--- src/design/dcc_consts.vh ---
// register offsets, field positions, reset values and clock constants for the decoder clock block
`ifndef DCC_CONSTS_VH
`define DCC_CONSTS_VH
// byte offsets of registers (word per register, low byte used)
`define DCC_ADDR_W          10
`define DCC_OFF_PLLCTL      10'h000
`define DCC_OFF_SYSCLK      10'h004
`define DCC_OFF_BITCLK      10'h008
`define DCC_OFF_SPDIFCLK    10'h00C
`define DCC_OFF_AUXCLK      10'h010
`define DCC_OFF_SERCFG      10'h014
`define DCC_OFF_LSTAT       10'h018
`define DCC_OFF_VSTAT       10'h01C
`define DCC_OFF_LEN         10'h020
`define DCC_OFF_VEN         10'h024
`define DCC_OFF_VCLR        10'h028
// decoder and immigrant space limits
`define DCC_DEC_TOP         10'h24C
`define DCC_IMM_LO          10'h2A0
`define DCC_IMM_HI          10'h374
// field positions
`define DCC_PLL_CRYSTAL_HALVE_SELECT_BIT   0
`define DCC_SYS_SLEEP_BIT   7
`define DCC_BIT_GATE_BIT    7
`define DCC_SER_SLAVE_BIT   0
`define DCC_SER_BCKIN_BIT   1
`define DCC_SER_SPDIF_BIT   2
// reset values
`define DCC_RST_PLLCTL      8'h00
`define DCC_RST_SYSCLK      8'h00
`define DCC_RST_BITCLK      8'h17
`define DCC_RST_SPDIFCLK    8'h17
`define DCC_RST_AUXCLK      8'h00
`define DCC_RST_SERCFG      8'h00
`define DCC_RST_EN          8'h00
// clock figures in kHz
`define DCC_XCLK_KHZ        67738
`define DCC_XTAL_KHZ        8467
`define DCC_XMUL            8
`endif

--- src/design/dcc_clock_ctrl.v ---
// decoder clock control: clock enables, sleep, register slave and interrupt line
//
// Overview of operation
// - master clock is eight times the crystal, feeding most decoder clocks
// - crystal select bit halves a 16.934 MHz crystal before multiplication
// - system clock is master halved, then divided by system_divider field
// - sleep bit in system_clock_config stops most decoder clocks
// - bit clock domain drives serial audio logic; only the internal bit clock goes out as serial clock
// - bit clock config selects division ratio and enables gating
// - spdif clock only in slave mode, divided by spdif_clock_config
// - adc sample clock runs at the master clock rate
// - bit clock reception selects the external incoming bit clock
// - debug monitor clock rate set by aux_clock_config
// - external dac clock rate set by aux_clock_config
// - each 8-bit register sits in the low byte of a 32-bit word
// - decoder registers at 000h-24Ch, other functions at 2A0h-374h
// - latched status bits set by hardware, cleared by reading
// - live status bits follow their sources, cleared by hardware or clear access
// - interrupt line low when any enabled status bit is set
// - disabled status bits still set and clear but do not interrupt
`timescale 1ns/100ps
`include "dcc_consts.vh"

module dcc_clock_ctrl #(
    parameter NSTAT = 8
)(
    // clock and reset (sys_clk stands for the multiplied master clock)
    input  wire                    sys_clk,
    input  wire                    rst_n,
    input  wire                    clk_en,
    // register port
    input  wire [`DCC_ADDR_W-1:0]  reg_addr,
    input  wire [31:0]             reg_wdata,
    input  wire                    reg_wr,
    input  wire                    reg_rd,
    output reg  [31:0]             reg_rdata,
    // status event sources from decoder blocks
    input  wire [NSTAT-1:0]        latched_events,
    input  wire [NSTAT-1:0]        live_sources,
    // external bit clock pin
    input  wire                    bclk_in_pin,
    // clock enables and divided clocks for decoder domains
    output reg                     sysclk_en,
    output reg                     adc_sample_clock_en,
    output reg                     bitclk_en,
    output reg                     spdif_clk_en,
    output reg                     debug_monitor_clock,
    output reg                     ext_dac_clock,
    output reg                     serial_clock_out,
    // analog and audio control
    output reg                     crystal_halve_select,
    output reg                     spdif_enable,
    output reg                     sleep_out,
    // immigrant space access for other chip functions
    output reg                     imm_wr,
    output reg  [`DCC_ADDR_W-1:0]  imm_addr,
    output reg  [7:0]              imm_wdata,
    input  wire [7:0]              imm_rdata,
    // interrupt line
    output reg                     irq_n
);

    // configuration registers
    reg [7:0] analog_pll_control_r;
    reg [7:0] system_clock_config_r;
    reg [7:0] bit_clock_config_a_r;
    reg [7:0] spdif_clock_config_r;
    reg [7:0] aux_clock_config_r;
    reg [7:0] serial_audio_config_r;
    reg [NSTAT-1:0] latched_irq_status_r;
    reg [NSTAT-1:0] live_irq_status_r;
    reg [NSTAT-1:0] latched_irq_enable_r;
    reg [NSTAT-1:0] live_irq_enable_r;
    reg [NSTAT-1:0] live_prev_r;
    // dividers
    reg [7:0] half_cnt_r;
    reg [7:0] sys_cnt_r;
    reg [7:0] bit_cnt_r;
    reg [7:0] spdif_cnt_r;
    reg [3:0] dbg_cnt_r;
    reg [3:0] dac_cnt_r;
    reg       bclk_meta_r;
    reg       bclk_sync_r;
    reg       bclk_prev_r;
    reg       bit_int_r;
    reg       imm_rd_r;

    wire [4:0] sys_div   = system_clock_config_r[4:0];
    wire       sleep     = system_clock_config_r[`DCC_SYS_SLEEP_BIT];
    wire [6:0] bit_div   = bit_clock_config_a_r[6:0];
    wire       bit_gate  = bit_clock_config_a_r[`DCC_BIT_GATE_BIT];
    wire       slave_md  = serial_audio_config_r[`DCC_SER_SLAVE_BIT];
    wire       bclk_rx   = serial_audio_config_r[`DCC_SER_BCKIN_BIT];
    wire       spdif_req = serial_audio_config_r[`DCC_SER_SPDIF_BIT];
    wire       half_tick = (half_cnt_r == 8'h00);
    // at-or-above compare: a divider cut below the running count ends the period at once, no wrap
    wire       sys_tick  = half_tick && (sys_cnt_r >= {3'h0, sys_div});
    wire       bit_tick  = (bit_cnt_r >= {1'h0, bit_div});
    wire       spdif_tick = (spdif_cnt_r >= spdif_clock_config_r);
    wire       bclk_rise = bclk_sync_r & ~bclk_prev_r;
    wire [NSTAT-1:0] live_rise = live_sources & ~live_prev_r;
    wire       is_imm    = (reg_addr >= `DCC_IMM_LO) && (reg_addr <= `DCC_IMM_HI);
    wire       hit_lstat = reg_rd && (reg_addr == `DCC_OFF_LSTAT);
    wire       hit_vclr  = reg_wr && (reg_addr == `DCC_OFF_VCLR);
    wire       irq_any   = |(latched_irq_status_r & latched_irq_enable_r) |
                           |(live_irq_status_r & live_irq_enable_r);

    // register writes; configuration steers the dividers below
    always @(posedge sys_clk or negedge rst_n)
    begin
        if (!rst_n)
        begin
            analog_pll_control_r  <= `DCC_RST_PLLCTL;
            system_clock_config_r <= `DCC_RST_SYSCLK;
            bit_clock_config_a_r  <= `DCC_RST_BITCLK;
            spdif_clock_config_r  <= `DCC_RST_SPDIFCLK;
            aux_clock_config_r    <= `DCC_RST_AUXCLK;
            serial_audio_config_r <= `DCC_RST_SERCFG;
            latched_irq_enable_r  <= {NSTAT{1'b0}};
            live_irq_enable_r     <= {NSTAT{1'b0}};
        end
        else if (clk_en && reg_wr)
        begin
            case (reg_addr)
                `DCC_OFF_PLLCTL:   analog_pll_control_r  <= reg_wdata[7:0];
                `DCC_OFF_SYSCLK:   system_clock_config_r <= reg_wdata[7:0];
                `DCC_OFF_BITCLK:   bit_clock_config_a_r  <= reg_wdata[7:0];
                `DCC_OFF_SPDIFCLK: spdif_clock_config_r  <= reg_wdata[7:0];
                `DCC_OFF_AUXCLK:   aux_clock_config_r    <= reg_wdata[7:0];
                `DCC_OFF_SERCFG:   serial_audio_config_r <= reg_wdata[7:0];
                `DCC_OFF_LEN:      latched_irq_enable_r  <= reg_wdata[NSTAT-1:0];
                `DCC_OFF_VEN:      live_irq_enable_r     <= reg_wdata[NSTAT-1:0];
                default:           ;
            endcase
        end
    end

    // status bits; set wins over a read clear in the same cycle
    always @(posedge sys_clk or negedge rst_n)
    begin
        if (!rst_n)
        begin
            latched_irq_status_r <= {NSTAT{1'b0}};
            live_irq_status_r    <= {NSTAT{1'b0}};
            live_prev_r          <= {NSTAT{1'b0}};
        end
        else if (clk_en)
        begin
            // enables do not gate the status, so disabled bits stay pollable
            latched_irq_status_r <= (hit_lstat ? {NSTAT{1'b0}} : latched_irq_status_r)
                                    | latched_events;
            // live bits follow the source; a clear holds a bit low until its source rises again
            live_irq_status_r    <= ((live_irq_status_r & ~(hit_vclr ? reg_wdata[NSTAT-1:0] : {NSTAT{1'b0}}))
                                    | live_rise) & live_sources;
            live_prev_r          <= live_sources;
        end
    end

    // read data, one cycle after the strobe, upper 24 bits zero
    always @(posedge sys_clk or negedge rst_n)
    begin
        if (!rst_n)
        begin
            reg_rdata <= 32'h0000_0000;
            imm_rd_r  <= 1'b0;
        end
        else if (clk_en)
        begin
            imm_rd_r  <= reg_rd && is_imm;
            reg_rdata <= 32'h0000_0000;
            if (reg_rd)
            begin
                case (reg_addr)
                    `DCC_OFF_PLLCTL:   reg_rdata[7:0] <= analog_pll_control_r;
                    `DCC_OFF_SYSCLK:   reg_rdata[7:0] <= system_clock_config_r;
                    `DCC_OFF_BITCLK:   reg_rdata[7:0] <= bit_clock_config_a_r;
                    `DCC_OFF_SPDIFCLK: reg_rdata[7:0] <= spdif_clock_config_r;
                    `DCC_OFF_AUXCLK:   reg_rdata[7:0] <= aux_clock_config_r;
                    `DCC_OFF_SERCFG:   reg_rdata[7:0] <= serial_audio_config_r;
                    `DCC_OFF_LSTAT:    reg_rdata[NSTAT-1:0] <= latched_irq_status_r;
                    `DCC_OFF_VSTAT:    reg_rdata[NSTAT-1:0] <= live_irq_status_r;
                    `DCC_OFF_LEN:      reg_rdata[NSTAT-1:0] <= latched_irq_enable_r;
                    `DCC_OFF_VEN:      reg_rdata[NSTAT-1:0] <= live_irq_enable_r;
                    default:           reg_rdata <= 32'h0000_0000;
                endcase
            end
        end
    end

    // immigrant space writes are passed out one cycle late; reads there return zero, imm_rdata is not used
    always @(posedge sys_clk or negedge rst_n)
    begin
        if (!rst_n)
        begin
            imm_wr    <= 1'b0;
            imm_addr  <= {`DCC_ADDR_W{1'b0}};
            imm_wdata <= 8'h00;
        end
        else if (clk_en)
        begin
            imm_wr    <= reg_wr && is_imm;
            imm_addr  <= reg_addr;
            imm_wdata <= reg_wdata[7:0];
        end
    end

    // system clock: master halved (50 % via every other edge), then divided
    always @(posedge sys_clk or negedge rst_n)
    begin
        if (!rst_n)
        begin
            half_cnt_r <= 8'h00;
            sys_cnt_r  <= 8'h00;
            sysclk_en  <= 1'b0;
        end
        else if (clk_en)
        begin
            half_cnt_r <= {7'h00, ~half_cnt_r[0]};
            if (half_tick)
                sys_cnt_r <= sys_tick ? 8'h00 : sys_cnt_r + 8'h01;
            sysclk_en <= sys_tick && !sleep;
        end
    end

    // adc sample enable runs every master cycle, stopped only by sleep
    always @(posedge sys_clk or negedge rst_n)
    begin
        if (!rst_n)
        begin
            adc_sample_clock_en  <= 1'b0;
            crystal_halve_select <= 1'b0;
            sleep_out            <= 1'b0;
            spdif_enable         <= 1'b0;
        end
        else if (clk_en)
        begin
            adc_sample_clock_en  <= !sleep;
            crystal_halve_select <= analog_pll_control_r[`DCC_PLL_CRYSTAL_HALVE_SELECT_BIT];
            sleep_out            <= sleep;
            spdif_enable         <= spdif_req && slave_md;
        end
    end

    // incoming bit clock pin, two-stage sync before edge detection
    always @(posedge sys_clk or negedge rst_n)
    begin
        if (!rst_n)
        begin
            bclk_meta_r <= 1'b0;
            bclk_sync_r <= 1'b0;
            bclk_prev_r <= 1'b0;
        end
        else if (clk_en)
        begin
            bclk_meta_r <= bclk_in_pin;
            bclk_sync_r <= bclk_meta_r;
            bclk_prev_r <= bclk_sync_r;
        end
    end

    // bit clock: internal divider or external pin; gating holds it when disabled
    always @(posedge sys_clk or negedge rst_n)
    begin
        if (!rst_n)
        begin
            bit_cnt_r        <= 8'h00;
            bit_int_r        <= 1'b0;
            bitclk_en        <= 1'b0;
            serial_clock_out <= 1'b0;
        end
        else if (clk_en)
        begin
            bit_cnt_r <= bit_tick ? 8'h00 : bit_cnt_r + 8'h01;
            if (bit_tick)
                bit_int_r <= ~bit_int_r;
            if (bclk_rx)
            begin
                bitclk_en        <= bclk_rise && !sleep;
                serial_clock_out <= 1'b0;
            end
            else
            begin
                // gated mode stops the clock in sleep; ungated keeps it free running
                bitclk_en        <= bit_tick && bit_int_r && !(bit_gate && sleep);
                serial_clock_out <= bit_gate && sleep ? 1'b0 : bit_int_r;
            end
        end
    end

    // spdif clock divider, enabled only in slave mode
    always @(posedge sys_clk or negedge rst_n)
    begin
        if (!rst_n)
        begin
            spdif_cnt_r  <= 8'h00;
            spdif_clk_en <= 1'b0;
        end
        else if (clk_en)
        begin
            spdif_cnt_r  <= spdif_tick ? 8'h00 : spdif_cnt_r + 8'h01;
            spdif_clk_en <= spdif_tick && slave_md && spdif_req && !sleep;
        end
    end

    // aux clocks: low nibble sets debug monitor rate, high nibble dac rate
    always @(posedge sys_clk or negedge rst_n)
    begin
        if (!rst_n)
        begin
            dbg_cnt_r           <= 4'h0;
            dac_cnt_r           <= 4'h0;
            debug_monitor_clock <= 1'b0;
            ext_dac_clock       <= 1'b0;
        end
        else if (clk_en)
        begin
            if (dbg_cnt_r >= aux_clock_config_r[3:0])
            begin
                dbg_cnt_r           <= 4'h0;
                debug_monitor_clock <= ~debug_monitor_clock;
            end
            else
                dbg_cnt_r <= dbg_cnt_r + 4'h1;
            if (dac_cnt_r >= aux_clock_config_r[7:4])
            begin
                dac_cnt_r     <= 4'h0;
                ext_dac_clock <= ~ext_dac_clock;
            end
            else
                dac_cnt_r <= dac_cnt_r + 4'h1;
        end
    end

    // interrupt line, active low, registered
    always @(posedge sys_clk or negedge rst_n)
    begin
        if (!rst_n)
            irq_n <= 1'b1;
        else if (clk_en)
            irq_n <= ~irq_any;
    end

endmodule

--- config.mk ---
export PLATFORM = sky130hd
export DESIGN_NAME = dcc_clock_ctrl
export DESIGN_NICKNAME = d
export VERILOG_FILES = /design/src/design/dcc_clock_ctrl.v
export VERILOG_INCLUDE_DIRS = /design/src /design/src/design
export SDC_FILE = /design/constraint.sdc
export NUM_CORES = 1
export LEC_CHECK = 0
export BUFFER_PORTS_ARGS = -buffer_cell sky130_fd_sc_hd__buf_2
export CAP_MARGIN = 20
export CORE_ASPECT_RATIO = 0.75
export CORE_MARGIN = 2
export CORE_UTILIZATION = 45
export DETAILED_ROUTE_END_ITERATION = 12
export PLACE_DENSITY = 0.66
export RECOVER_POWER = 100
export SYNTH_ARGS = -nofsm -noshare
export SYNTH_HDL_FRONTEND = slang
export SYNTH_SLANG_ARGS = --single-unit
--- constraint.sdc ---
create_clock -name sys_clk -period 2.7 [get_ports sys_clk]
set_clock_uncertainty 0.05 [all_clocks]
set_input_delay 0.135 -clock sys_clk [delete_from_list [all_inputs] [get_ports sys_clk]]
set_output_delay 0.135 -clock sys_clk [all_outputs]
set_load 0.05 [all_outputs]
Word-level counts from Yosys, hierarchy flattened
Cells that the tools add are included.

storage, ports and cells
  flip-flop bits (word level) = 187
  input port bits = 72
  word-level logic and storage cells = 120

operators by class
  add/subtract/negate cells = 5
  $lt $le $gt $ge = 7
  equal/unequal tests = 10
  muxes and demuxes = 12
  bitwise gates (word level) = 17
  reduce and logical (&&, ||, !) cells = 33

operators by type and width
  kind                                                                    count
  8-bit case mux with 10 select lines                                     1
  8-bit 2-to-1 mux                                                        6
  8-bit bitwise AND                                                       5
  10-bit by 5-bit equality test with 1-bit output, second input constant  4
  10-bit by 6-bit equality test with 1-bit output, second input constant  3
  8-bit by 1-bit adder with 8-bit output, second input constant           3
  2-bit AND reduction                                                     12
  10-bit by 4-bit equality test with 1-bit output, second input constant  2
  8-bit inverter                                                          2
  8-bit OR                                                                2
  8-bit OR reduction                                                      2
  1-bit logical AND                                                       15
  10-bit by 3-bit equality test with 1-bit output, second input constant  1
  10-bit >= comparator, second input constant                             1
  10-bit less-or-equal comparator, second input constant                  1
  10-bit zero test                                                        1
  4-bit by 1-bit adder with 4-bit output, second input constant           2
  4-bit >= comparator                                                     2
  8-bit by 5-bit >= comparator with 1-bit output                          1
  8-bit by 7-bit >= comparator with 1-bit output                          1
  8-bit >= comparator                                                     1
  8-bit zero test                                                         1
  4-bit 2-to-1 mux                                                        2
  1-bit inverter                                                          6
  other kinds (4)                                                         7

Logic depth before layout (Yosys ltp)
Gate-level depths: netlist (run 1).

  depth in word-level cells = 7
  mapped depth = 9
  mapped depth without buffers = 8

Worst setup path before layout (run 1)
Ideal clock, no wire load.

  kind = register -> register
  from = register spdif_clock_config_r[0]
  to = register spdif_cnt_r[3]
  data arrival time = 1.842 ns
  data required time = 2.567 ns
  slack = 0.726 ns
  stages on the path, launching flop included = 8
  clock period less this slack = 1.974 ns
  cell sequence = dfstp_2 ha_1 nand2b_1 a21o_1 a211o_1 a21oi_1 a21oi_1 o21ai_0

between the ends
  longest elaborated chain between the ends = 2

ends and longest elaborated chain
  item                    line                  RTL
  from (decl)             dcc_clock_ctrl.v:67   reg [7:0] spdif_clock_config_r;
  from (signal assigned)  dcc_clock_ctrl.v:116  spdif_clock_config_r <= `DCC_RST_SPDIFCLK;
  from (signal assigned)  dcc_clock_ctrl.v:128  `DCC_OFF_SPDIFCLK: spdif_clock_config_r <= reg_wdata[7:0];
  8-bit >= comparator     dcc_clock_ctrl.v:99   wire spdif_tick = (spdif_cnt_r >= spdif_clock_config_r);
  8-bit 2-to-1 mux        dcc_clock_ctrl.v:300  spdif_cnt_r <= spdif_tick ? 8'h00 : spdif_cnt_r + 8'h01;
  to (signal assigned)    dcc_clock_ctrl.v:300
  to (decl)               dcc_clock_ctrl.v:79   reg [7:0] spdif_cnt_r;

No other way between the ends.
A chain may end at the register's enable or synchronous reset.

Worst setup path after layout (run 1)
  from = input port reg_addr[6]
  to = register spdif_clock_config_r[2]

between the ends
  longest elaborated chain between the ends = 2

ends and longest elaborated chain
  item                                             line                  RTL
  from (decl)                                      dcc_clock_ctrl.v:32   input wire [`DCC_ADDR_W-1:0] reg_addr,
  10-bit by 4-bit equality test with 1-bit output  dcc_clock_ctrl.v:124  case (reg_addr)
  2-bit AND reduction (no line)                    --

No other way between the ends.

==> impl_metrics.tcl, run 1 <==
set metrics [dict create \
    die_w_um 161 \
    grtUsageTotal 0.228 \
    p_int_mw 4.74 \
    syn_avg_cell_area_um2 10.8 \
    synth.most_common_cell "dfrtp_1" \
    final_area_um2 9630 \
    relSlewSlack -0.160 \
    syn_area_um2 8280 \
    seq_area_frac_synth 0.494 \
    fin_nets 973 \
    grt_setup_unrepaired "no" \
    rows 42 \
    hp-class "in2reg" \
    grt_max_degree 67 \
    vdd_ir_drop_max_uv 420 \
    setup_viol 0 \
    yosys_register_bits 163 \
    timing.fmax_ghz 0.396 \
    design.core.area_um2 17800 \
    cts_resized 0 \
    crit_type "in2reg" \
    start_util 0.465 \
    num-fill-cells 1628 \
    drc_errors 0 \
    outcome "complete, but fails checks" \
    ys_top_cells_by_count "dfrtp_1 (154), nand2_1 (84), mux2_2 (69), o21ai_0 (52), inv_1 (47)" \
    detail-route-antenna-nets 0 \
    critPathRequiredTime_ns 2.99 \
    power.leakage_nw 4.47 \
    worst_pin_slew_ns 1.74 \
    io_buffers 77 \
    switching_share 0.283 \
    ios 134 \
    instances_no_fill 1123 \
    drt_iter0_markers 498 \
    timing.final.crit_share 0.936 \
    synth_edf_count 0 \
    grt_pass1_wl_um 33900 \
    n_antenna_cell 0 \
    path_max_fanout 14 \
    dr.pass1.iters 5 \
    synth_ff_type "dfrtp_1" \
    critical_path_arrival_ns 2.82 \
    vias_per_cell 5.45 \
    syn_to_final_growth_pct 16.4 \
    h-tree-depth 4 \
    r2r_start "spdif_clock_config_r[0]$_DFFE_PN1P_" \
    dpl.cell_count 1065 \
    synth_area_leaders "dfrtp_1 (47%), mux2_2 (9.4%), ha_1 (5.0%)" \
    r2r.worst_path.cells 8 \
    largest_reg_flops 10 \
    max-clock-path-buffers 2 \
    r2r_setup_slack_ns 0.34 \
    fin_crit_ns 2.53 \
    antenna_found_initial 1 \
    clk_pin_slew_ns 0.06 \
    maxSlewViolCount 66 \
    crit_start "reg_addr[6]" \
    cts_tree "done" \
    dieArea_um2 19500 \
    vias 6116 \
    power_density_nw_per_um2 687 \
    netlist_instances 765 \
    synth_cell_types 61 \
    fin_tns_setup_ns 0 \
    post_dp_cell_area_um2 8880 \
    endpoint_kind "flip-flop" \
    holdWs_ns 0.0376 \
    maxCapViolations 1 \
    ys_warn_count 0 \
    dp.final_hpwl_um 14900 \
    synthArstFlopShare 1.00 \
    sequentialPowerShare 0.433 \
    cts_made_buffers 17 \
    yosysTopAreaCell "dfrtp_1" \
    clockRootBuffer "clkbuf_16" \
    p_comb_frac 0.163 \
    wl_per_cell_um 18.6 \
    r2r-end "spdif_cnt_r[6]$_DFFE_PN0P_" \
    clk_latency_ns 0.43 \
    pwr-share-clk 0.404 \
    drt-total-wl_um 20900 \
    synth_top_area_frac 0.466 \
    setup.worst_path.end "spdif_clock_config_r[2]$_DFFE_PN1P_" \
    startpoint_type "primary input" \
    hold_viol_final 0 \
    switchingPower_mw 1.87 \
    violations "capacitance limit, slew limit" \
    grt_pass1_vias 5988 \
    regMostFlops "imm_addr" \
    cts_sinks 163 \
    grt-ovfl-total 0 \
    drive_above_1_share 0.183 \
    gp_congestion 0.952 \
    die_y_um 121 \
]
-- per-layer routing --
layer  vias to the layer above  share of wire  GRT usage  wire length [µm]
li1                       2882              -          -                 -
met1                      3038           0.51      0.352             10700
met2                       171           0.42      0.321              8790
met3                        23          0.057     0.0502              1180
met4                         2          0.011     0.0619               232
met5                         -        0.00038          0                 8
-- how the worst min path moves through the flow --
stage                             from                                  end  slack (ns)  depth (start not counted)
after floorplan                  rst_n      adc_sample_clock_en$_DFFE_PN0P_       -0.21                          0
after global placement           rst_n            ext_dac_clock$_DFFE_PN0P_        0.12                          1
after detailed placement         rst_n            ext_dac_clock$_DFFE_PN0P_        0.12                          1
after CTS                 reg_wdata[1]  spdif_clock_config_r[1]$_DFFE_PN1P_        0.02                          3
after global routing       reg_addr[4]              imm_addr[4]$_DFFE_PN0P_        0.05                          2
final                     reg_wdata[1]  spdif_clock_config_r[1]$_DFFE_PN1P_        0.04                          3
-- area by class of cell --
type                            instances  area (µm²)  share of cell area
Multi-Input combinational cell        514        3690               0.383
Sequential cell                       163        4090               0.425
Inverter                               47         176              0.0183
Tap cell                              242         303              0.0314
Clock buffer                           27         493              0.0512
Clock inverter                          5         150              0.0156
Timing Repair Buffer                  125         732              0.0760
-- cell families (layout without fill, tap and decap cells) --
logic type | count (synthesis) | after routing | synth area share
buffers and inverters | 111 | 204 | 0.0642
xor gates and xnor gates | 14 | 14 | 0.0148
AOI/OAI and AO/OA | 152 | 152 | 0.124
other | 1 | 24 | 0.000453
DFF | 163 | 163 | 0.494
adders and majority gates | 33 | 33 | 0.0499
and+or+nand+nor | 192 | 192 | 0.110
muxes | 99 | 99 | 0.143
-- layout by cell type, fill, tap and decap left out, types with 4 or more instances in the layout --
master,instances
o31ai_1,6
a311oi_1,4
a22oi_1,7
buf_4,9
mux2_1,8
and2_0,4
dlygate4sd3_1,26
or2_2,4
a21oi_1,18
mux4_2,5
o32ai_1,4
nor2_1,31
buf_2,34
xnor2_1,7
dfrtp_1,154
a221oi_1,4
dfstp_2,7
nor3_1,9
nand4_1,5
nand2b_1,9
o21ai_0,53
clkbuf_1,56
xor2_1,7
nand2_1,84
clkbuf_2,6
a32o_1,9
a21o_1,6
nand3_1,21
bufinv_16,5
o22ai_1,7
ha_1,33
a22o_1,14
conb_1,24
mux2i_1,17
mux2_2,69
o2bb2ai_1,8
or3_1,4
nor2b_1,8
clkbuf_16,17
inv_1,47
-- critical path, stage by stage --
cell and delay, ns:
dlygate4sd3_1 0.53, clkbuf_1 0.16, or4_1 0.58, or3_1 0.36, clkbuf_1 0.20, nor3_1 0.36
clkbuf_2 0.32, nand2_1 0.09, o21ai_0 0.09
-- repair_timing --
action	CTS	global route
hold buffers	26	0
buffers inserted	0	0
hold endpoints to repair	91	0
-- stage by stage --
| stage | setup slack, ns | total power [mW] | util |
|---|---|---|---|
| 3_5_place_dp | 0.451 | 3.98 | 0.499 |
| 2_1_floorplan | 0.726 | 3.67 | - |
| 3_3_place_gp | 0.454 | 3.95 | 0.499 |
| 4_1_cts | 0.362 | 6.68 | 0.549 |
| 5_1_grt | 0.0783 | 6.91 | 0.541 |
| 6_report | 0.172 | 6.61 | 0.541 |
-- power groups by stage --
stage	logic [mW]	registers (mW)	clock network, mW
5_1_grt	1.20	2.90	2.82
3_3_place_gp	1.06	2.90	0
2_1_floorplan	0.596	3.07	0
4_1_cts	1.11	2.86	2.71
3_5_place_dp	1.08	2.90	0
6_report	1.08	2.86	2.67
Power figures use the tool's default switching activity.
==> run 2: changes to the inputs <==
- CORE_ASPECT_RATIO: 0.75 -> 2
==> run 2 against run 1 <==
The flow still finishes with violations (capacitance limit, slew limit). Sequential cell count did not move. Combinational power barely moved. Power rose by 0.79%. Final cell count fell by 2.5%. Maximum frequency rose by 3.6%. Via count rose by 0.92%. Final area rose by 0.23%. Register-to-register slack improved by 0.09 ns. Die area rose by 0.28%. Sequential power barely moved. Sequential share of layout area fell by 0.099 points. Critical path type unchanged. Highest routed layer is now met4.
==> impl_metrics.tcl, run 2 (synthesis results as in run 1) <==
set metrics [dict create \
    hp-class "in2reg" \
    hold_viol_final 0 \
    die_w_um 99.9 \
    ios 134 \
    start_util 0.457 \
    clockRootBuffer "clkbuf_16" \
    vias 6172 \
    maxSlewViolCount 77 \
    cts_tree "done" \
    fin_nets 971 \
    rows 70 \
    endpoint_kind "flip-flop" \
    h-tree-depth 4 \
    cts_setup_buffers 0 \
    path_max_fanout 8 \
    antenna_found_initial 0 \
    regMostFlops "imm_addr" \
    timing.fmax_ghz 0.410 \
    largest_reg_flops 10 \
    grtUsageTotal 0.231 \
    detail-route-antenna-nets 0 \
    drt-total-wl_um 21400 \
    holdWs_ns 0.0386 \
    dr.pass1.iters 5 \
    fin_crit_ns 2.44 \
    syn_to_final_growth_pct 16.6 \
    fin_tns_setup_ns 0 \
    relSlewSlack -0.371 \
    busiest_layer "met2" \
    vdd_ir_drop_max_uv 392 \
    design.core.area_um2 18100 \
    clk_pin_slew_ns 0.06 \
    grt_max_degree 79 \
    final_cell_mix "dfrtp_1 (154), nand2_1 (84), mux2_2 (69)" \
    power.leakage_nw 4.51 \
    vias_per_cell 5.64 \
    wl_per_cell_um 19.6 \
    fin_util 0.533 \
    power_mw 6.67 \
    io_buffers 77 \
    grt_util_met1 0.258 \
    dpl.cell_count 1037 \
    timing.final.crit_share 0.903 \
    dieArea_um2 19600 \
    drc_errors 0 \
    use_met2 0.421 \
    gp_congestion 0.969 \
    grt_setup_unrepaired "no" \
    layout_commonest_cell "dfrtp_1" \
    grt_pass1_wl_um 34500 \
    power_density_nw_per_um2 690 \
    cts_sinks 163 \
    dp.final_hpwl_um 15700 \
    setup_viol 0 \
    grt_pass1_vias 6381 \
    critical_path_arrival_ns 2.71 \
    worst_pin_slew_ns 2.06 \
    n_antenna_cell 0 \
    grt-ovfl-total 0 \
    violations "capacitance limit, slew limit" \
    maxCapViolations 1 \
    instances_no_fill 1095 \
    critPathRequiredTime_ns 2.97 \
    outcome "complete, but fails checks" \
    startpoint_type "primary input" \
    max-clock-path-buffers 2 \
    drive_above_1_share 0.196 \
    cts_made_buffers 17 \
    clk_latency_ns 0.43 \
    crit_type "in2reg" \
    use_met3 0.0278 \
    die_y_um 196 \
    drt_iter0_markers 384 \
]
run 2: cell count changes in the layout (fill, tap and decap cells not counted), sizes merged:
cell,change
buf,+5
clkinv,+5
inv,+1
clkbuf,-14
clkinvlp,+1
run 2: layer usage:
| layer | wire, µm | up-vias |
|---|---|---|
| met1 | 8050 | 3074 |
| met4 | 1120 | 0 |
| met2 | 11600 | 171 |
| met5 | 0 | - |
| li1 | - | 2857 |
| met3 | 648 | 70 |
run 2: area by class of cell:
cell class | count | area [µm²]
multi-input combinational | 514 | 3710
inverter | 47 | 176
timing repair buffer | 123 | 749
sequential | 163 | 4090
tap | 216 | 270
clock inverter | 12 | 203
fill | 1630 | 8470
clock buffer | 20 | 457
run 2: critical path: stages:
cell and delay [ns]:
dlygate4sd3_1 0.53, clkbuf_1 0.13, nor4_1 0.41, clkbuf_1 0.29
and2_0 0.17, clkbuf_1 0.30, nand2_1 0.35, mux2_2 0.37
run 2: power by group:
part / internal, mW / switching (mW) / leakage, nW
clock network: 1.70 / 1.02 / 0.321
logic: 0.361 / 0.730 / 2.15
registers: 2.66 / 0.192 / 2.03
run 2: final timing paths:
| kind | cells after the start | startpoint | slack (ns) | to |
|---|---|---|---|---|
| max | 8 | reg_addr[7] | 0.26 | live_irq_enable_r[7]$_DFFE_PN0P_ |
| max reg2reg | 7 | spdif_clock_config_r[0]$_DFFE_PN1P_ | 0.43 | spdif_cnt_r[7]$_DFFE_PN0P_ |
| min in group asynchronous | 2 | rst_n | 0.79 | imm_wdata[3]$_DFFE_PN0P_ |
| max in group asynchronous | 2 | rst_n | 0.57 | reg_rdata[5]$_DFFE_PN0P_ |
| min | 3 | reg_wdata[2] | 0.04 | spdif_clock_config_r[2]$_DFFE_PN1P_ |
| min reg2reg | 1 | ext_dac_clock$_DFFE_PN0P_ | 0.42 | ext_dac_clock$_DFFE_PN0P_ |
run 2: per-stage QoR:
| step | worst slack, ns | instance area [µm²] |
|---|---|---|
| after floorplan | 0.726 | 8360 |
| after CTS | 0.351 | 9770 |
| final | 0.261 | 9660 |
| after detailed placement | 0.446 | 8850 |
| after global routing | 0.148 | 9660 |
| after global placement | 0.458 | 8850 |
run 2: what timing repair did:
action                                 CTS  global route
gates resized for setup                  0             0
hold buffers                            26             0
endpoints found under the hold margin  101             0
==> run 3: changes to the inputs <==
- CORE_UTILIZATION: 45 -> 39
- PLACE_DENSITY: 0.66 -> default
==> run 3 against run 2 <==
The flow still finishes with violations (capacitance limit, slew limit). Critical path depth down 2. Non-clock buffer count down 3. Register-to-register slack worse by 0.06 ns. Die area increased by 15%. Worst setup slack worse by 0.10 ns. Wire length up 3.1%. Critical path type unchanged. Largest cell class unchanged.
==> impl_metrics.tcl, run 3 (synthesis results as in run 1) <==
set metrics [dict create \
    vias 6027 \
    die_y_um 210 \
    grt_max_degree 60 \
    fin_nets 968 \
    cts_tree "done" \
    syn_to_final_growth_pct 16.0 \
    largest_reg_flops 10 \
    multi_input_comb_area_um2 3690 \
    regMostFlops "imm_addr" \
    grt_pass1_wl_um 34900 \
    cts_sinks 163 \
    wl_per_cell_um 19.3 \
    setup_viol 0 \
    sequentialPowerShare 0.443 \
    cts_resized 0 \
    io_buffers 77 \
    p_int_mw 4.51 \
    pwr-share-clk 0.390 \
    hold_viol_final 0 \
    ios 134 \
    regArea_um2 4090 \
    fin_crit_ns 2.54 \
    power.leakage_nw 4.44 \
    design.core.area_um2 20900 \
    maxCapViolations 1 \
    drt-total-wl_um 22100 \
    grt_setup_unrepaired "no" \
    antenna_found_initial 0 \
    gp_congestion 0.983 \
    power_density_nw_per_um2 672 \
    startpoint_type "primary input" \
    max-clock-path-buffers 2 \
    dieArea_um2 22500 \
    switching_share 0.301 \
    fin_tns_setup_ns 0 \
    switchingPower_mw 1.94 \
    crit_type "in2reg" \
    dp.final_hpwl_um 16400 \
    cpMaxStageDelayCell "nor4b_1" \
    hp-class "in2reg" \
    rows 75 \
    h-tree-depth 4 \
    finalWorstSetupSlack_ns 0.160 \
    grtUsageTotal 0.207 \
    grt-ovfl-total 0 \
    timing.fmax_ghz 0.394 \
    critPathBufInv 3 \
    endpoint_kind "flip-flop" \
    detail-route-antenna-nets 0 \
    outcome "complete, but fails checks" \
    drt_iter0_markers 346 \
    worst_pin_slew_ns 1.51 \
    vdd_ir_drop_max_uv 359 \
    power_mw 6.45 \
    path_cells "dlygate4sd3_1, clkbuf_1, nor4b_1, buf_4, nand4_1, a22o_1" \
    start_util 0.396 \
    timing.final.crit_share 0.941 \
    critical_path_arrival_ns 2.81 \
    layout_commonest_cell "dfrtp_1" \
    cts_made_buffers 17 \
    violations "capacitance limit, slew limit" \
    cts_setup_buffers 0 \
    maxSlewViolCount 59 \
    clk_latency_ns 0.44 \
    clk_pin_slew_ns 0.07 \
    die_w_um 107 \
    vias_per_cell 5.26 \
    drc_errors 0 \
    critPathRequiredTime_ns 2.97 \
    grt_pass1_vias 6177 \
    final_cell_mix "dfrtp_1 (154), nand2_1 (84), mux2_2 (69)" \
    relSlewSlack -0.00369 \
    path_max_fanout 8 \
    dr.pass1.iters 5 \
    clockRootBuffer "clkbuf_16" \
    crit_family "simple AND/OR/NAND/NOR gates" \
    instances_no_fill 1145 \
    drive_above_1_share 0.191 \
    p_comb_frac 0.167 \
    n_antenna_cell 0 \
    num-fill-cells 2005 \
    dpl.cell_count 1088 \
    slowest_delay_ns 0.81 \
    dp_slack_ns 0.440 \
]
==> run 3: tightest hold or removal path, cell delays in order <==
cell and delay, ns:
buf_2 0.21, nand2_1 0.09, o21ai_0 0.07
==> run 3: metal layers <==
layer	part of all wire	vias to the layer above	wire length, µm	track usage
li1	-	2851	-	-
met1	0.37	2966	8260	0.225
met2	0.55	161	12200	0.380
met3	0.032	49	710	0.0334
met4	0.043	0	959	0.105
met5	0	-	0	0
==> run 3: cell type report <==
type | instances | share of cell area
clock buffers | 23 | 0.0519
inverters | 47 | 0.0184
clock inverters | 9 | 0.0125
flip-flops and latches | 163 | 0.426
multi-input cells | 514 | 0.385
repair buffers | 120 | 0.0717
well taps | 269 | 0.0351
==> run 3: timing repair <==
| item | 4_1_cts | 5_1_grt |
|---|---|---|
| endpoints found under the hold margin | 88 | 0 |
| endpoints found under the setup margin | 0 | 0 |
| hold buffers | 25 | 0 |
==> run 3: path summary, 6_finish.rpt <==
kind | start | end | slack (ns) | cells past startpoint
worst max register to register | bit_clock_config_a_r[2]$_DFFE_PN1P_ | bit_int_r$_DFFE_PN0P_ | 0.37 | 8
max in group asynchronous | rst_n | imm_addr[9]$_DFFE_PN0P_ | 0.54 | 3
min in group asynchronous | rst_n | spdif_enable$_DFFE_PN0P_ | 0.55 | 2
worst min register to register | ext_dac_clock$_DFFE_PN0P_ | ext_dac_clock$_DFFE_PN0P_ | 0.42 | 1
worst min-delay path | reg_wdata[4] | spdif_clock_config_r[4]$_DFFE_PN1P_ | 0.02 | 3
worst max-delay path | reg_addr[1] | latched_irq_status_r[0]$_DFFE_PN0P_ | 0.16 | 6
==> run 3: metrics by stage <==
step                cell area [µm²]   util  hold WS, ns
global placement               8890  0.425       0.0885
detailed placement             8890  0.425       0.0910
global route                   9600  0.459      0.00823
CTS                            9760  0.466      0.00125
floorplan                      8360      -       -0.211
finish                         9600  0.459       0.0197
==> run 3: power by group through the flow <==
stage	clock network [mW]	logic (mW)	registers, mW
2_1_floorplan	0	0.596	3.07
3_3_place_gp	0	1.07	2.90
3_5_place_dp	0	1.09	2.90
4_1_cts	2.56	1.12	2.86
5_1_grt	2.66	1.21	2.89
6_report	2.52	1.08	2.86
